$ cat src/logic/pod_cfg.svh
`ifndef POD_CFG_SVH
`define POD_CFG_SVH

// Field slices of the operation word
`define POD_F_CAT 15:12
`define POD_F_SUB 11:9
`define POD_F_HI 11:8
`define POD_F_MODE 8:6
`define POD_F_SZ 7:6
`define POD_F_EAM 5:3
`define POD_F_EAR 2:0
`define POD_F_DISP 7:0
`define POD_F_QDATA 7:0
`define POD_B_OPM 8
`define POD_B_TYPE 8
`define POD_B_MSZ 6
`define POD_B_MDIR 10
`define POD_B_RM 3
`define POD_B_CDIR 0
// Field slices of the extension word
`define POD_X_CREG 11:0
`define POD_X_DIR 11
`define POD_X_TYPE 11
`define POD_X_SIZE 10

// Categories
`define POD_CAT_BITIMM 4'h0
`define POD_CAT_MISC 4'h4
`define POD_CAT_QUICK 4'h5
`define POD_CAT_BRANCH 4'h6
`define POD_CAT_QMOVE 4'h7
`define POD_CAT_ORDIV 4'h8
`define POD_CAT_SUB 4'h9
`define POD_CAT_RSVD 4'ha
`define POD_CAT_CMP 4'hb

// Opcode patterns
`define POD_OP_ALTMV 4'he
`define POD_OP_SBIT 4'h8
`define POD_OP_CCRSR 6'h3c
`define POD_OP_MULL 6'h30
`define POD_OP_DIVL 6'h31
`define POD_OP_CREG 11'h73d
`define POD_OP_LINKL 9'h101
`define POD_OP_LINKW 9'h1ca
`define POD_OP_RTD 12'he74
`define POD_OP_STOP 12'he72
`define POD_OP_ILL 12'hafc
`define POD_OP_TRAP_ON_CONDITION 5'h1f
`define POD_OP_DBCC 5'h19
`define POD_OP_DECIMAL_SUBTRACT_EXT 5'h10
`define POD_OP_ALW 4'h0
`define POD_OP_SUBR 4'h1
`define POD_OP_SEXT 3'h4
`define POD_OP_MMOVE 3'h1

// Field values
`define POD_SZ_B 2'h0
`define POD_SZ_W 2'h1
`define POD_SZ_L 2'h2
`define POD_SZ_X 2'h3
`define POD_CHK_L 2'h2
`define POD_CHK_W 2'h3
`define POD_SX_BW 3'h2
`define POD_SX_WL 3'h3
`define POD_SX_BL 3'h7
`define POD_SA_W 3'h3
`define POD_SA_L 3'h7
`define POD_TO_W 3'h2
`define POD_TO_L 3'h3
`define POD_TO_N 3'h4
`define POD_D16 8'h00
`define POD_D32 8'hff
`define POD_EAM_DREG 3'h0
`define POD_EAM_AREG 3'h1
`define POD_QZERO_VAL 4'h8
`define POD_XW_0 2'h0
`define POD_XW_1 2'h1
`define POD_XW_2 2'h2

// Condition codes
`define POD_CC_T 4'h0
`define POD_CC_F 4'h1
`define POD_CC_HI 4'h2
`define POD_CC_LS 4'h3
`define POD_CC_CC 4'h4
`define POD_CC_CS 4'h5
`define POD_CC_NE 4'h6
`define POD_CC_EQ 4'h7
`define POD_CC_VC 4'h8
`define POD_CC_VS 4'h9
`define POD_CC_PL 4'ha
`define POD_CC_MI 4'hb
`define POD_CC_GE 4'hc
`define POD_CC_LT 4'hd
`define POD_CC_GT 4'he
`define POD_CC_LE 4'hf

// Control register selectors
`define POD_CR_SFC 12'h000
`define POD_CR_DFC 12'h001
`define POD_CR_CACHE 12'h002
`define POD_CR_USP 12'h800
`define POD_CR_VBR 12'h801
`define POD_CR_CADDR 12'h802
`define POD_CR_MSP 12'h803
`define POD_CR_ISP 12'h804

`endif

$ cat src/logic/pod_pkg.sv
`default_nettype none
package pod_pkg;

  typedef enum logic [1:0] {
    POD_BYTE = 2'h0,
    POD_WORD = 2'h1,
    POD_LONG = 2'h2,
    POD_NOSZ = 2'h3
  } pod_size_t;

  typedef enum logic [4:0] {
    POD_C_NONE = 5'h00,
    POD_C_IMM = 5'h01,
    POD_C_BIT = 5'h02,
    POD_C_ALTMV = 5'h03,
    POD_C_MISC = 5'h04,
    POD_C_BOUND = 5'h05,
    POD_C_SEXT = 5'h06,
    POD_C_MMOVE = 5'h07,
    POD_C_MULL = 5'h08,
    POD_C_DIVL = 5'h09,
    POD_C_CREG = 5'h0a,
    POD_C_QADD = 5'h0b,
    POD_C_QSUB = 5'h0c,
    POD_C_CONDOP = 5'h0d,
    POD_C_TRAP_ON_CONDITION = 5'h0e,
    POD_C_BRANCH = 5'h0f,
    POD_C_QMOVE = 5'h10,
    POD_C_OR = 5'h11,
    POD_C_DIVW = 5'h12,
    POD_C_DSUBX = 5'h13,
    POD_C_SUB = 5'h14,
    POD_C_SUBTRACT_TO_AREG = 5'h15,
    POD_C_SUBX = 5'h16,
    POD_C_CMP = 5'h17
  } pod_class_t;

  typedef enum logic [3:0] {
    POD_CR_NONE = 4'h0,
    POD_CR_SRC_FC = 4'h1,
    POD_CR_DST_FC = 4'h2,
    POD_CR_CACHE_CTL = 4'h3,
    POD_CR_USER_SP = 4'h4,
    POD_CR_VEC_BASE = 4'h5,
    POD_CR_CACHE_ADR = 4'h6,
    POD_CR_MASTER_SP = 4'h7,
    POD_CR_INTR_SP = 4'h8
  } pod_creg_t;

endpackage : pod_pkg
`default_nettype wire

$ cat src/logic/pod_cond_eval.sv
`timescale 1ns/1ps
`default_nettype none
`include "pod_cfg.svh"
module pod_cond_eval
  import pod_pkg::*;
(
  // Condition select
  input wire logic [3:0] cond,
  // Flags n z v c
  input wire logic [3:0] flags,
  // Result
  output logic holds
);
  logic n;
  logic z;
  logic v;
  logic c;
  assign {n, z, v, c} = flags;

  // Flag test per code
  always_comb begin
    case (cond)
      `POD_CC_T: holds = 1'b1;
      `POD_CC_F: holds = 1'b0;
      `POD_CC_HI: holds = !c && !z;
      `POD_CC_LS: holds = c || z;
      `POD_CC_CC: holds = !c;
      `POD_CC_CS: holds = c;
      `POD_CC_NE: holds = !z;
      `POD_CC_EQ: holds = z;
      `POD_CC_VC: holds = !v;
      `POD_CC_VS: holds = v;
      `POD_CC_PL: holds = !n;
      `POD_CC_MI: holds = n;
      `POD_CC_GE: holds = n == v;
      `POD_CC_LT: holds = n != v;
      `POD_CC_GT: holds = (n == v) && !z;
      `POD_CC_LE: holds = z || (n != v);
      default: holds = 1'b0;
    endcase
  end
endmodule : pod_cond_eval
`default_nettype wire

$ cat src/logic/pod_creg_sel.sv
`timescale 1ns/1ps
`default_nettype none
`include "pod_cfg.svh"
module pod_creg_sel
  import pod_pkg::*;
(
  // Selector field
  input wire logic [11:0] sel,
  // Decoded register
  output pod_creg_t creg,
  output logic known
);
  // Selector to register
  always_comb begin
    case (sel)
      `POD_CR_SFC: creg = POD_CR_SRC_FC;
      `POD_CR_DFC: creg = POD_CR_DST_FC;
      `POD_CR_CACHE: creg = POD_CR_CACHE_CTL;
      `POD_CR_USP: creg = POD_CR_USER_SP;
      `POD_CR_VBR: creg = POD_CR_VEC_BASE;
      `POD_CR_CADDR: creg = POD_CR_CACHE_ADR;
      `POD_CR_MSP: creg = POD_CR_MASTER_SP;
      `POD_CR_ISP: creg = POD_CR_INTR_SP;
      default: creg = POD_CR_NONE;
    endcase
  end
  assign known = creg != POD_CR_NONE;
endmodule : pod_creg_sel
`default_nettype wire

$ cat src/logic/pod_decoder.sv
`timescale 1ns/1ps
`default_nettype none
`include "pod_cfg.svh"

// What this block does
// - Top four bits pick the category first
// - Condition codes map to their flag tests
// - Size 00 byte, 01 word, 10 long
// - Alt-space move: 0 ea-to-reg, 1 reg-to-ea
// - Bound check size 10 long, 11 word
// - Sign extend modes 010, 011, 111
// - Multi move size bit, mask from extension
// - Long multiply type and product width bits
// - Long divide dividend width and type bits
// - Word divide type bit: unsigned or signed
// - Control move: 0 to general, 1 to control
// - Control selector decodes eight named registers
// - Quick data 1-7 literal, 0 means 8
// - Branch disp 00 adds word, ff long
// - Quick move sign-extends data to 32 bits
// - Subtract modes choose destination and operand order
// - Subtract-to-address 011 word, 111 long
// - Decimal subtract register or predecrement memory form
// - Conditional trap operand words 1, 2, 0
module pod_decoder
  import pod_pkg::*;
(
  // Clock and reset
  input wire logic ref_clk,
  input wire logic rst_n,
  // Fetched words
  input wire logic op_valid,
  input wire logic [15:0] op_word,
  input wire logic [15:0] ext_word,
  input wire logic [3:0] ccr_flags,
  // Decoded fields
  output logic dec_valid_q,
  output logic [3:0] category_q,
  output pod_class_t op_class_q,
  output pod_size_t op_size_q,
  output logic to_ea_q,
  output logic is_signed_q,
  output logic wide_q,
  output logic mem_to_mem_q,
  output logic [3:0] quick_imm_q,
  output logic [31:0] quick_data_q,
  output logic [15:0] reg_mask_q,
  output pod_creg_t ctrl_reg_q,
  output logic cond_true_q,
  output logic [1:0] ext_words_q,
  output logic illegal_q
);

  ////////////////////////////////////////////////////////////////////////////
  // Field matching

  logic [3:0] cat;
  logic [1:0] sz;
  logic [2:0] opm;
  logic [2:0] eam;
  logic [7:0] disp8;
  pod_size_t size_std;
  assign cat = op_word[`POD_F_CAT];
  assign sz = op_word[`POD_F_SZ];
  assign opm = op_word[`POD_F_MODE];
  assign eam = op_word[`POD_F_EAM];
  assign disp8 = op_word[`POD_F_DISP];
  assign size_std = (sz == `POD_SZ_B) ? POD_BYTE :
                    (sz == `POD_SZ_W) ? POD_WORD :
                    (sz == `POD_SZ_L) ? POD_LONG : POD_NOSZ;

  logic c_bit;
  logic c_misc;
  logic c_quick;
  logic c_ordiv;
  logic c_sub;
  assign c_bit = cat == `POD_CAT_BITIMM;
  assign c_misc = cat == `POD_CAT_MISC;
  assign c_quick = cat == `POD_CAT_QUICK;
  assign c_ordiv = cat == `POD_CAT_ORDIV;
  assign c_sub = cat == `POD_CAT_SUB;

  logic m_altmv;
  logic m_chk2;
  logic m_sbit;
  logic m_ccrsr;
  assign m_altmv = c_bit && op_word[`POD_F_HI] == `POD_OP_ALTMV;
  assign m_chk2 = c_bit && !op_word[11] && !op_word[8] && sz == `POD_SZ_X;
  assign m_sbit = c_bit && op_word[`POD_F_HI] == `POD_OP_SBIT;
  assign m_ccrsr = op_word[5:0] == `POD_OP_CCRSR && !op_word[7];

  logic sext_ok;
  assign sext_ok = opm == `POD_SX_BW || opm == `POD_SX_WL || opm == `POD_SX_BL;

  logic m_bound;
  logic m_sext;
  logic m_mmove;
  logic m_mull;
  logic m_divl;
  logic m_creg;
  logic m_ext1;
  logic m_linkl;
  logic m_illop;
  assign m_bound = c_misc && op_word[8] && !op_word[6];
  assign m_sext = c_misc && op_word[`POD_F_SUB] == `POD_OP_SEXT && eam == `POD_EAM_DREG &&
                  sext_ok;
  assign m_mmove = c_misc && op_word[11] && op_word[9:7] == `POD_OP_MMOVE;
  assign m_mull = c_misc && op_word[11:6] == `POD_OP_MULL;
  assign m_divl = c_misc && op_word[11:6] == `POD_OP_DIVL;
  assign m_creg = c_misc && op_word[11:1] == `POD_OP_CREG;
  assign m_linkl = op_word[11:3] == `POD_OP_LINKL;
  assign m_ext1 = op_word[11:3] == `POD_OP_LINKW || op_word[11:0] == `POD_OP_RTD ||
                  op_word[11:0] == `POD_OP_STOP;
  assign m_illop = op_word[11:0] == `POD_OP_ILL;

  logic bnd_sz;
  assign bnd_sz = op_word[8:7] == `POD_CHK_W;

  pod_creg_t creg_dec;
  logic creg_known;
  logic cond_hold;

  pod_creg_sel u_creg (
    .sel(ext_word[`POD_X_CREG]),
    .creg(creg_dec),
    .known(creg_known)
  );

  pod_cond_eval u_cond (
    .cond(op_word[`POD_F_HI]),
    .flags(ccr_flags),
    .holds(cond_hold)
  );

  ////////////////////////////////////////////////////////////////////////////
  // Class, size, extension count and error

  pod_class_t cls_d;
  pod_size_t size_d;
  logic [1:0] ext_d;
  logic to_ea_d;
  logic sgn_d;
  logic wide_d;
  logic bad_d;

  always_comb begin
    cls_d = POD_C_NONE;
    size_d = POD_NOSZ;
    ext_d = `POD_XW_0;
    to_ea_d = 1'b0;
    sgn_d = 1'b0;
    wide_d = 1'b0;
    bad_d = 1'b0;
    case (cat)
      `POD_CAT_BITIMM: begin
        if (op_word[8]) begin
          cls_d = POD_C_BIT;
          ext_d = (eam == `POD_EAM_AREG) ? `POD_XW_1 : `POD_XW_0;
        end else if (m_sbit) begin
          cls_d = POD_C_BIT;
          ext_d = `POD_XW_1;
        end else if (m_altmv) begin
          cls_d = POD_C_ALTMV;
          size_d = size_std;
          ext_d = `POD_XW_1;
          to_ea_d = ext_word[`POD_X_DIR];
          bad_d = size_std == POD_NOSZ;
        end else if (m_chk2) begin
          cls_d = POD_C_IMM;
          size_d = (op_word[10:9] == `POD_SZ_B) ? POD_BYTE :
                   (op_word[10:9] == `POD_SZ_W) ? POD_WORD :
                   (op_word[10:9] == `POD_SZ_L) ? POD_LONG : POD_NOSZ;
          ext_d = `POD_XW_1;
          bad_d = op_word[10:9] == `POD_SZ_X;
        end else begin
          cls_d = POD_C_IMM;
          size_d = size_std;
          ext_d = (m_ccrsr || size_std != POD_LONG) ? `POD_XW_1 : `POD_XW_2;
        end
      end
      `POD_CAT_MISC: begin
        cls_d = POD_C_MISC;
        if (m_sext) begin
          cls_d = POD_C_SEXT;
          size_d = (opm == `POD_SX_BW) ? POD_WORD : POD_LONG;
        end else if (m_bound) begin
          cls_d = POD_C_BOUND;
          size_d = bnd_sz ? POD_WORD : POD_LONG;
        end else if (m_mmove) begin
          cls_d = POD_C_MMOVE;
          size_d = op_word[`POD_B_MSZ] ? POD_LONG : POD_WORD;
          to_ea_d = !op_word[`POD_B_MDIR];
          ext_d = `POD_XW_1;
        end else if (m_mull || m_divl) begin
          cls_d = m_mull ? POD_C_MULL : POD_C_DIVL;
          size_d = POD_LONG;
          sgn_d = ext_word[`POD_X_TYPE];
          wide_d = ext_word[`POD_X_SIZE];
          ext_d = `POD_XW_1;
        end else if (m_creg) begin
          cls_d = POD_C_CREG;
          size_d = POD_LONG;
          to_ea_d = op_word[`POD_B_CDIR];
          ext_d = `POD_XW_1;
          bad_d = !creg_known;
        end else begin
          ext_d = m_linkl ? `POD_XW_2 : m_ext1 ? `POD_XW_1 : `POD_XW_0;
          bad_d = m_illop;
        end
      end
      `POD_CAT_QUICK: begin
        if (sz != `POD_SZ_X) begin
          cls_d = op_word[`POD_B_OPM] ? POD_C_QSUB : POD_C_QADD;
          size_d = size_std;
        end else if (op_word[7:3] == `POD_OP_TRAP_ON_CONDITION) begin
          cls_d = POD_C_TRAP_ON_CONDITION;
          ext_d = (op_word[`POD_F_EAR] == `POD_TO_W) ? `POD_XW_1 :
                  (op_word[`POD_F_EAR] == `POD_TO_L) ? `POD_XW_2 : `POD_XW_0;
          bad_d = op_word[`POD_F_EAR] != `POD_TO_W && op_word[`POD_F_EAR] != `POD_TO_L &&
                  op_word[`POD_F_EAR] != `POD_TO_N;
        end else begin
          cls_d = POD_C_CONDOP;
          ext_d = (op_word[7:3] == `POD_OP_DBCC) ? `POD_XW_1 : `POD_XW_0;
        end
      end
      `POD_CAT_BRANCH: begin
        cls_d = POD_C_BRANCH;
        ext_d = (disp8 == `POD_D16) ? `POD_XW_1 :
                (disp8 == `POD_D32) ? `POD_XW_2 : `POD_XW_0;
      end
      `POD_CAT_QMOVE: begin
        cls_d = POD_C_QMOVE;
        size_d = POD_LONG;
        bad_d = op_word[8];
      end
      `POD_CAT_ORDIV: begin
        if (sz == `POD_SZ_X) begin
          cls_d = POD_C_DIVW;
          size_d = POD_WORD;
          sgn_d = op_word[`POD_B_TYPE];
        end else if (op_word[8:4] == `POD_OP_DECIMAL_SUBTRACT_EXT) begin
          cls_d = POD_C_DSUBX;
          size_d = POD_BYTE;
        end else begin
          cls_d = POD_C_OR;
          size_d = size_std;
          to_ea_d = op_word[`POD_B_OPM];
        end
      end
      `POD_CAT_SUB: begin
        if (sz == `POD_SZ_X) begin
          cls_d = POD_C_SUBTRACT_TO_AREG;
          size_d = (opm == `POD_SA_W) ? POD_WORD : POD_LONG;
        end else if (op_word[8] && op_word[5:4] == `POD_SZ_B) begin
          cls_d = POD_C_SUBX;
          size_d = size_std;
        end else begin
          cls_d = POD_C_SUB;
          size_d = size_std;
          to_ea_d = op_word[`POD_B_OPM];
        end
      end
      `POD_CAT_CMP: begin
        cls_d = POD_C_CMP;
        size_d = (sz != `POD_SZ_X) ? size_std : op_word[8] ? POD_LONG : POD_WORD;
      end
      `POD_CAT_RSVD: bad_d = 1'b1;
      default: cls_d = POD_C_NONE;
    endcase
  end

  logic [3:0] qimm_d;
  logic [31:0] qdata_d;
  logic m2m_d;
  assign qimm_d = (op_word[`POD_F_SUB] == 3'h0) ? `POD_QZERO_VAL :
                  {1'b0, op_word[`POD_F_SUB]};
  assign qdata_d = {{24{op_word[7]}}, op_word[`POD_F_QDATA]};
  assign m2m_d = op_word[`POD_B_RM];

  ////////////////////////////////////////////////////////////////////////////
  // Output registers

  always_ff @(posedge ref_clk or negedge rst_n) begin
    if (!rst_n) begin
      dec_valid_q <= 1'b0;
      illegal_q <= 1'b0;
    end else begin
      dec_valid_q <= op_valid;
      illegal_q <= op_valid && bad_d;
    end
  end

  always_ff @(posedge ref_clk or negedge rst_n) begin
    if (!rst_n) begin
      category_q <= 4'h0;
      op_class_q <= POD_C_NONE;
      op_size_q <= POD_NOSZ;
      ext_words_q <= `POD_XW_0;
      to_ea_q <= 1'b0;
      is_signed_q <= 1'b0;
      wide_q <= 1'b0;
      mem_to_mem_q <= 1'b0;
    end else if (op_valid) begin
      category_q <= cat;
      op_class_q <= cls_d;
      op_size_q <= size_d;
      ext_words_q <= ext_d;
      to_ea_q <= to_ea_d;
      is_signed_q <= sgn_d;
      wide_q <= wide_d;
      mem_to_mem_q <= m2m_d && (cls_d == POD_C_DSUBX || cls_d == POD_C_SUBX);
    end
  end

  always_ff @(posedge ref_clk or negedge rst_n) begin
    if (!rst_n) begin
      quick_imm_q <= 4'h0;
      quick_data_q <= 32'h0;
      reg_mask_q <= 16'h0;
      ctrl_reg_q <= POD_CR_NONE;
      cond_true_q <= 1'b0;
    end else if (op_valid) begin
      quick_imm_q <= qimm_d;
      quick_data_q <= qdata_d;
      reg_mask_q <= m_mmove ? ext_word : 16'h0;
      ctrl_reg_q <= m_creg ? creg_dec : POD_CR_NONE;
      cond_true_q <= cond_hold;
    end
  end
endmodule : pod_decoder
`default_nettype wire

$ cat config.mk
export PLATFORM = sky130hd
export DESIGN_NAME = pod_decoder
export DESIGN_NICKNAME = d
export VERILOG_FILES = /design/src/logic/pod_pkg.sv /design/src/logic/pod_cond_eval.sv /design/src/logic/pod_creg_sel.sv /design/src/logic/pod_decoder.sv
export VERILOG_INCLUDE_DIRS = /design/src /design/src/logic
export SDC_FILE = /design/constraint.sdc
export NUM_CORES = 1
export LEC_CHECK = 0
export BUFFER_PORTS_ARGS = -buffer_cell sky130_fd_sc_hd__buf_4
export CORE_MARGIN = 8
export CORE_UTILIZATION = 40
export CTS_BUF_LIST = sky130_fd_sc_hd__clkbuf_4 sky130_fd_sc_hd__clkbuf_8
export CTS_CLUSTER_DIAMETER = 120
export DETAILED_ROUTE_END_ITERATION = 10
export PLACE_DENSITY = 0.64
export SYNTH_ARGS = -nofsm -noshare
export SYNTH_HDL_FRONTEND = slang
export SYNTH_SLANG_ARGS = --single-unit
$ cat constraint.sdc
create_clock -name ref_clk -period 3.55 [get_ports ref_clk]
set_clock_uncertainty 0.05 [all_clocks]
set_input_delay 0.71 -clock ref_clk [delete_from_list [all_inputs] [get_ports ref_clk]]
set_output_delay 0.71 -clock ref_clk [all_outputs]
set_load 0.005 [all_outputs]
==> flow_summary_export.csv <==
group,metric,value,unit
pwr,power.internal,0.0009365,W
sta,maxSlewViolCount,0,
run_status,status,"complete, no violations",
clock_tree,clkTransAtPathRegs,0.10,ns
detailed_routing,ant_nets,0,
sta,tightest_slew,0.7065,ns
die,dieWidth,106.8,um
logic_synthesis,synth_warnings,0,
detailed_routing,top_layer_used,"met4",
grt,grt_util_all_layers,18.01,%
clock_tree,root_buffer,"clkbuf_8",
clock_tree,clock_path_buffers,2,
placed_design,dpl.cell_count,545,
finish,fin_nets,486,
worst_hold_path,worstHoldPathType,"in -> async",
clock_tree,post_cts_buffers,0,
grt,grt_pass1_wl,16.88,mm
logic_synthesis,synth_area,0.003296,mm2
sta,fin_crit,2.439,ns
grt,grt_overflow,0,
critical_path,worst_ep_required_time,3.70,ns
logic_synthesis,synth_edf_count,0,
logic_synthesis,yosysSeqAreaShare,39.56,%
logic_synthesis,ys_ff_latch,52,
pwr,p_per_area,323.8,mW/mm2
sta,slew_headroom,52.90,%
sta,hold_viol,0,
placed_design,postPlaceCellArea,0.004016,mm2
logic_synthesis,synthesis.nets,413,
clock_tree,cts-buffers-inserted,5,
logic_synthesis,synthFlopType,"dfrtp_1",
clock_tree,cts_tree,"built",
clock_tree,worst_skew_pair.late_latency,0.31,ns
finish,final_layout_size_suffix_gt1_share,32.59,%
critical_path,worstPathMaxFanout,19,
sta,setup_viol_count_final,0,
critical_path,crit_path_end_kind,"register",
logic_synthesis,synth.distinct_cells,59,
clock_tree,post_cts_resized,0,
sta,period_share,68.70,%
detailed_routing,wl_met2,5.048,mm
finish,fin_area,0.004113,mm2
clock_tree,cts_hold_buf,0,
clock_tree,cts.sinks,52,
pwr,swShare,29.67,%
clock_tree,htree_levels,2,
grt,antenna_found_initial,0,
detailed_routing,totalWireLength,10.77,mm
critical_path,crit_arrival,2.59,ns
pwr,pwr-share-comb,24.1,%
detailed_routing,drt-met1-wl,4.660,mm
die,dieArea,0.01140,mm2
die,initial_core_util,40.72,%
sta,rsz0062_at_grt,"no",
detailed_routing,drt-vias-per-instance,5.758,
pwr,pwr-share-seq,48.5,%
pwr,p_leak,1.820,nW
finish,area_growth,24.79,%
detailed_routing,wl_per_cell,19.47,um
sta,tns,0,ns
job,drv_cap,0,
finish,diodes,0,
finish,stdcell_count,553,
logic_synthesis,syn_inst,374,
detailed_routing,initialDrtViolationCount,226,
die,ioPinCount,115,
pwr,clkPwrFrac,27.4,%
grt,grt_pass1_vias,3225,
logic_synthesis,synthArstFlopShare,100.0,%
sta,maxClockFrequency,410.0,MHz
critical_path,worstSetupPathType,"in -> reg",
detailed_routing,dr_wl_met3,852,um
logic_synthesis,syn_avg_cell_area,8.812,um2
die,coreArea,0.008093,mm2
pwr,p_sw,0.0003951,W
die,row_count,33,
critical_path,crit_path_start_kind,"input port",
detailed_routing,drc_errors,0,
detailed_routing,drt-pass1-iter-count,5,
placed_design,portBuffers,114,
grt,grt_max_degree,53,
die,die_h,106.8,um
placed_design,place_hpwl,7.911,mm
placed_design,gp_congestion,0.9458,
detailed_routing,vias,3184,
pwr,max-vdd-ir-drop,245.2,uV
[cell usage in the layout (no fill, tap or decap), types with 2 or more instances in the layout]
cell,n
dfrtp_1,50
nor2b_1,6
a31oi_1,6
o21ai_0,20
o31ai_1,4
o2bb2ai_1,23
o41ai_1,2
clkbuf_8,6
and3_1,2
nand2_1,41
a221oi_1,3
mux2_2,14
nor2_1,26
or3_1,4
o211ai_1,3
nor3_1,9
buf_4,117
xnor2_1,6
nand3_1,7
dfstp_2,2
a21oi_1,26
nand2b_1,8
nor4_1,4
nand3b_1,3
nand4_1,8
a22o_1,3
o311ai_0,2
or4_1,3
inv_1,10
[synth_stat cells (2+ instances only)]
cell type,count,area share (%)
buf_4,24,5.5
clkbuf_1,17,1.9
and3_1,2,0.38
dfstp_2,2,1.6
or3_1,4,0.76
nand2_1,41,4.7
xnor2_1,6,1.6
a31oi_1,6,1.1
nand4_1,8,1.5
nand2b_1,8,1.5
nor3_1,9,1.4
a22o_1,3,0.80
nand3b_1,3,0.68
a21oi_1,26,3.9
dfrtp_1,50,38
o31ai_1,4,0.91
nor2b_1,6,1.1
buf_1,4,0.46
nand3_1,7,1.1
nor4_1,4,0.76
o211ai_1,3,0.68
nor2_1,26,3.0
mux2_2,14,4.8
inv_1,10,1.1
o41ai_1,2,0.53
o21ai_0,20,3.0
buf_2,6,0.91
o2bb2ai_1,23,6.1
or4_1,3,0.68
o311ai_0,2,0.53
a221oi_1,3,0.80
[worst paths after layout]
path                                       from              end  slack, ns  cells past startpoint
worst max-delay path                op_word[14]     mem_to_mem_q       1.11                      7
worst min-delay path                      rst_n   reg_mask_q[14]       0.38                      1
worst max register to register  quick_data_q[7]  quick_data_q[7]       2.39                      1
worst min register to register    ctrl_reg_q[0]    ctrl_reg_q[0]       0.44                      1
max in group asynchronous                 rst_n      cond_true_q       2.63                      1
min in group ref_clk              ctrl_reg_q[0]    ctrl_reg_q[0]       0.44                      1
[critical path, stage by stage]
cell and delay [ns]:
buf_4 0.16, nor2b_4 0.23, nand2_2 0.12, or3_1 0.70, o211ai_1 0.20, nor4_1 0.09, o41ai_1 0.37
[sequential cells by signal, indices dropped and copies added (netlist names)]
name,cells
quick_imm_q,4
illegal_q,1
mem_to_mem_q,1
quick_data_q,8
op_size_q,2
ctrl_reg_q,4
wide_q,1
op_class_q,5
to_ea_q,1
category_q,4
dec_valid_q,1
reg_mask_q,16
ext_words_q,2
cond_true_q,1
is_signed_q,1
[power by group through the flow]
stage                     Clock [W]  Combinational (W)  Sequential, W
after floorplan                   0           0.000175       0.000656
final                      0.000365           0.000321       0.000646
after global placement            0           0.000323       0.000656
after CTS                  0.000376           0.000323       0.000646
after global routing       0.000404           0.000349       0.000651
after detailed placement          0           0.000322       0.000657
[logic make-up after synthesis]
kind of cell	Yosys count	share of synthesized area, %
buf+inv	61	9.909
compound gates	105	22.02
simple gates	133	21.26
fa+ha+maj	1	0.3037
xor+xnor	7	1.860
flops	52	39.56
mux	15	5.087
[metrics by stage]
stage	worst slack (ns)	total power, W	hold slack (ns)	utilization, %
6_report	1.111	0.001332	0.3828	50.82
5_1_grt	0.9515	0.001404	0.4266	50.82
4_1_cts	1.110	0.001346	0.4021	50.82
3_5_place_dp	0.7766	0.0009789	0.4203	49.63
3_3_place_gp	0.8546	0.0009798	0.4206	49.63
2_1_floorplan	1.254	0.0008308	0.3644	-
[cell type report]
type / instances / area (um2)
Inverter: 10 / 37.54
Sequential cell: 52 / 1304
Clock buffer: 6 / 82.58
Clock inverter: 2 / 13.76
Timing Repair Buffer: 117 / 878.3
Fill cell: 796 / 3980
Multi-Input combinational cell: 261 / 1665
Tap cell: 105 / 131.4
[layer usage]
| layer | GRT usage, % | up-vias |
|---|---|---|
| met3 | 4.859 | 28 |
| met2 | 29.71 | 156 |
| met5 | 0 | - |
| met1 | 22.59 | 1512 |
| met4 | 5.025 | 0 |
| li1 | - | 1488 |
(Power assumes the default switching activity.)
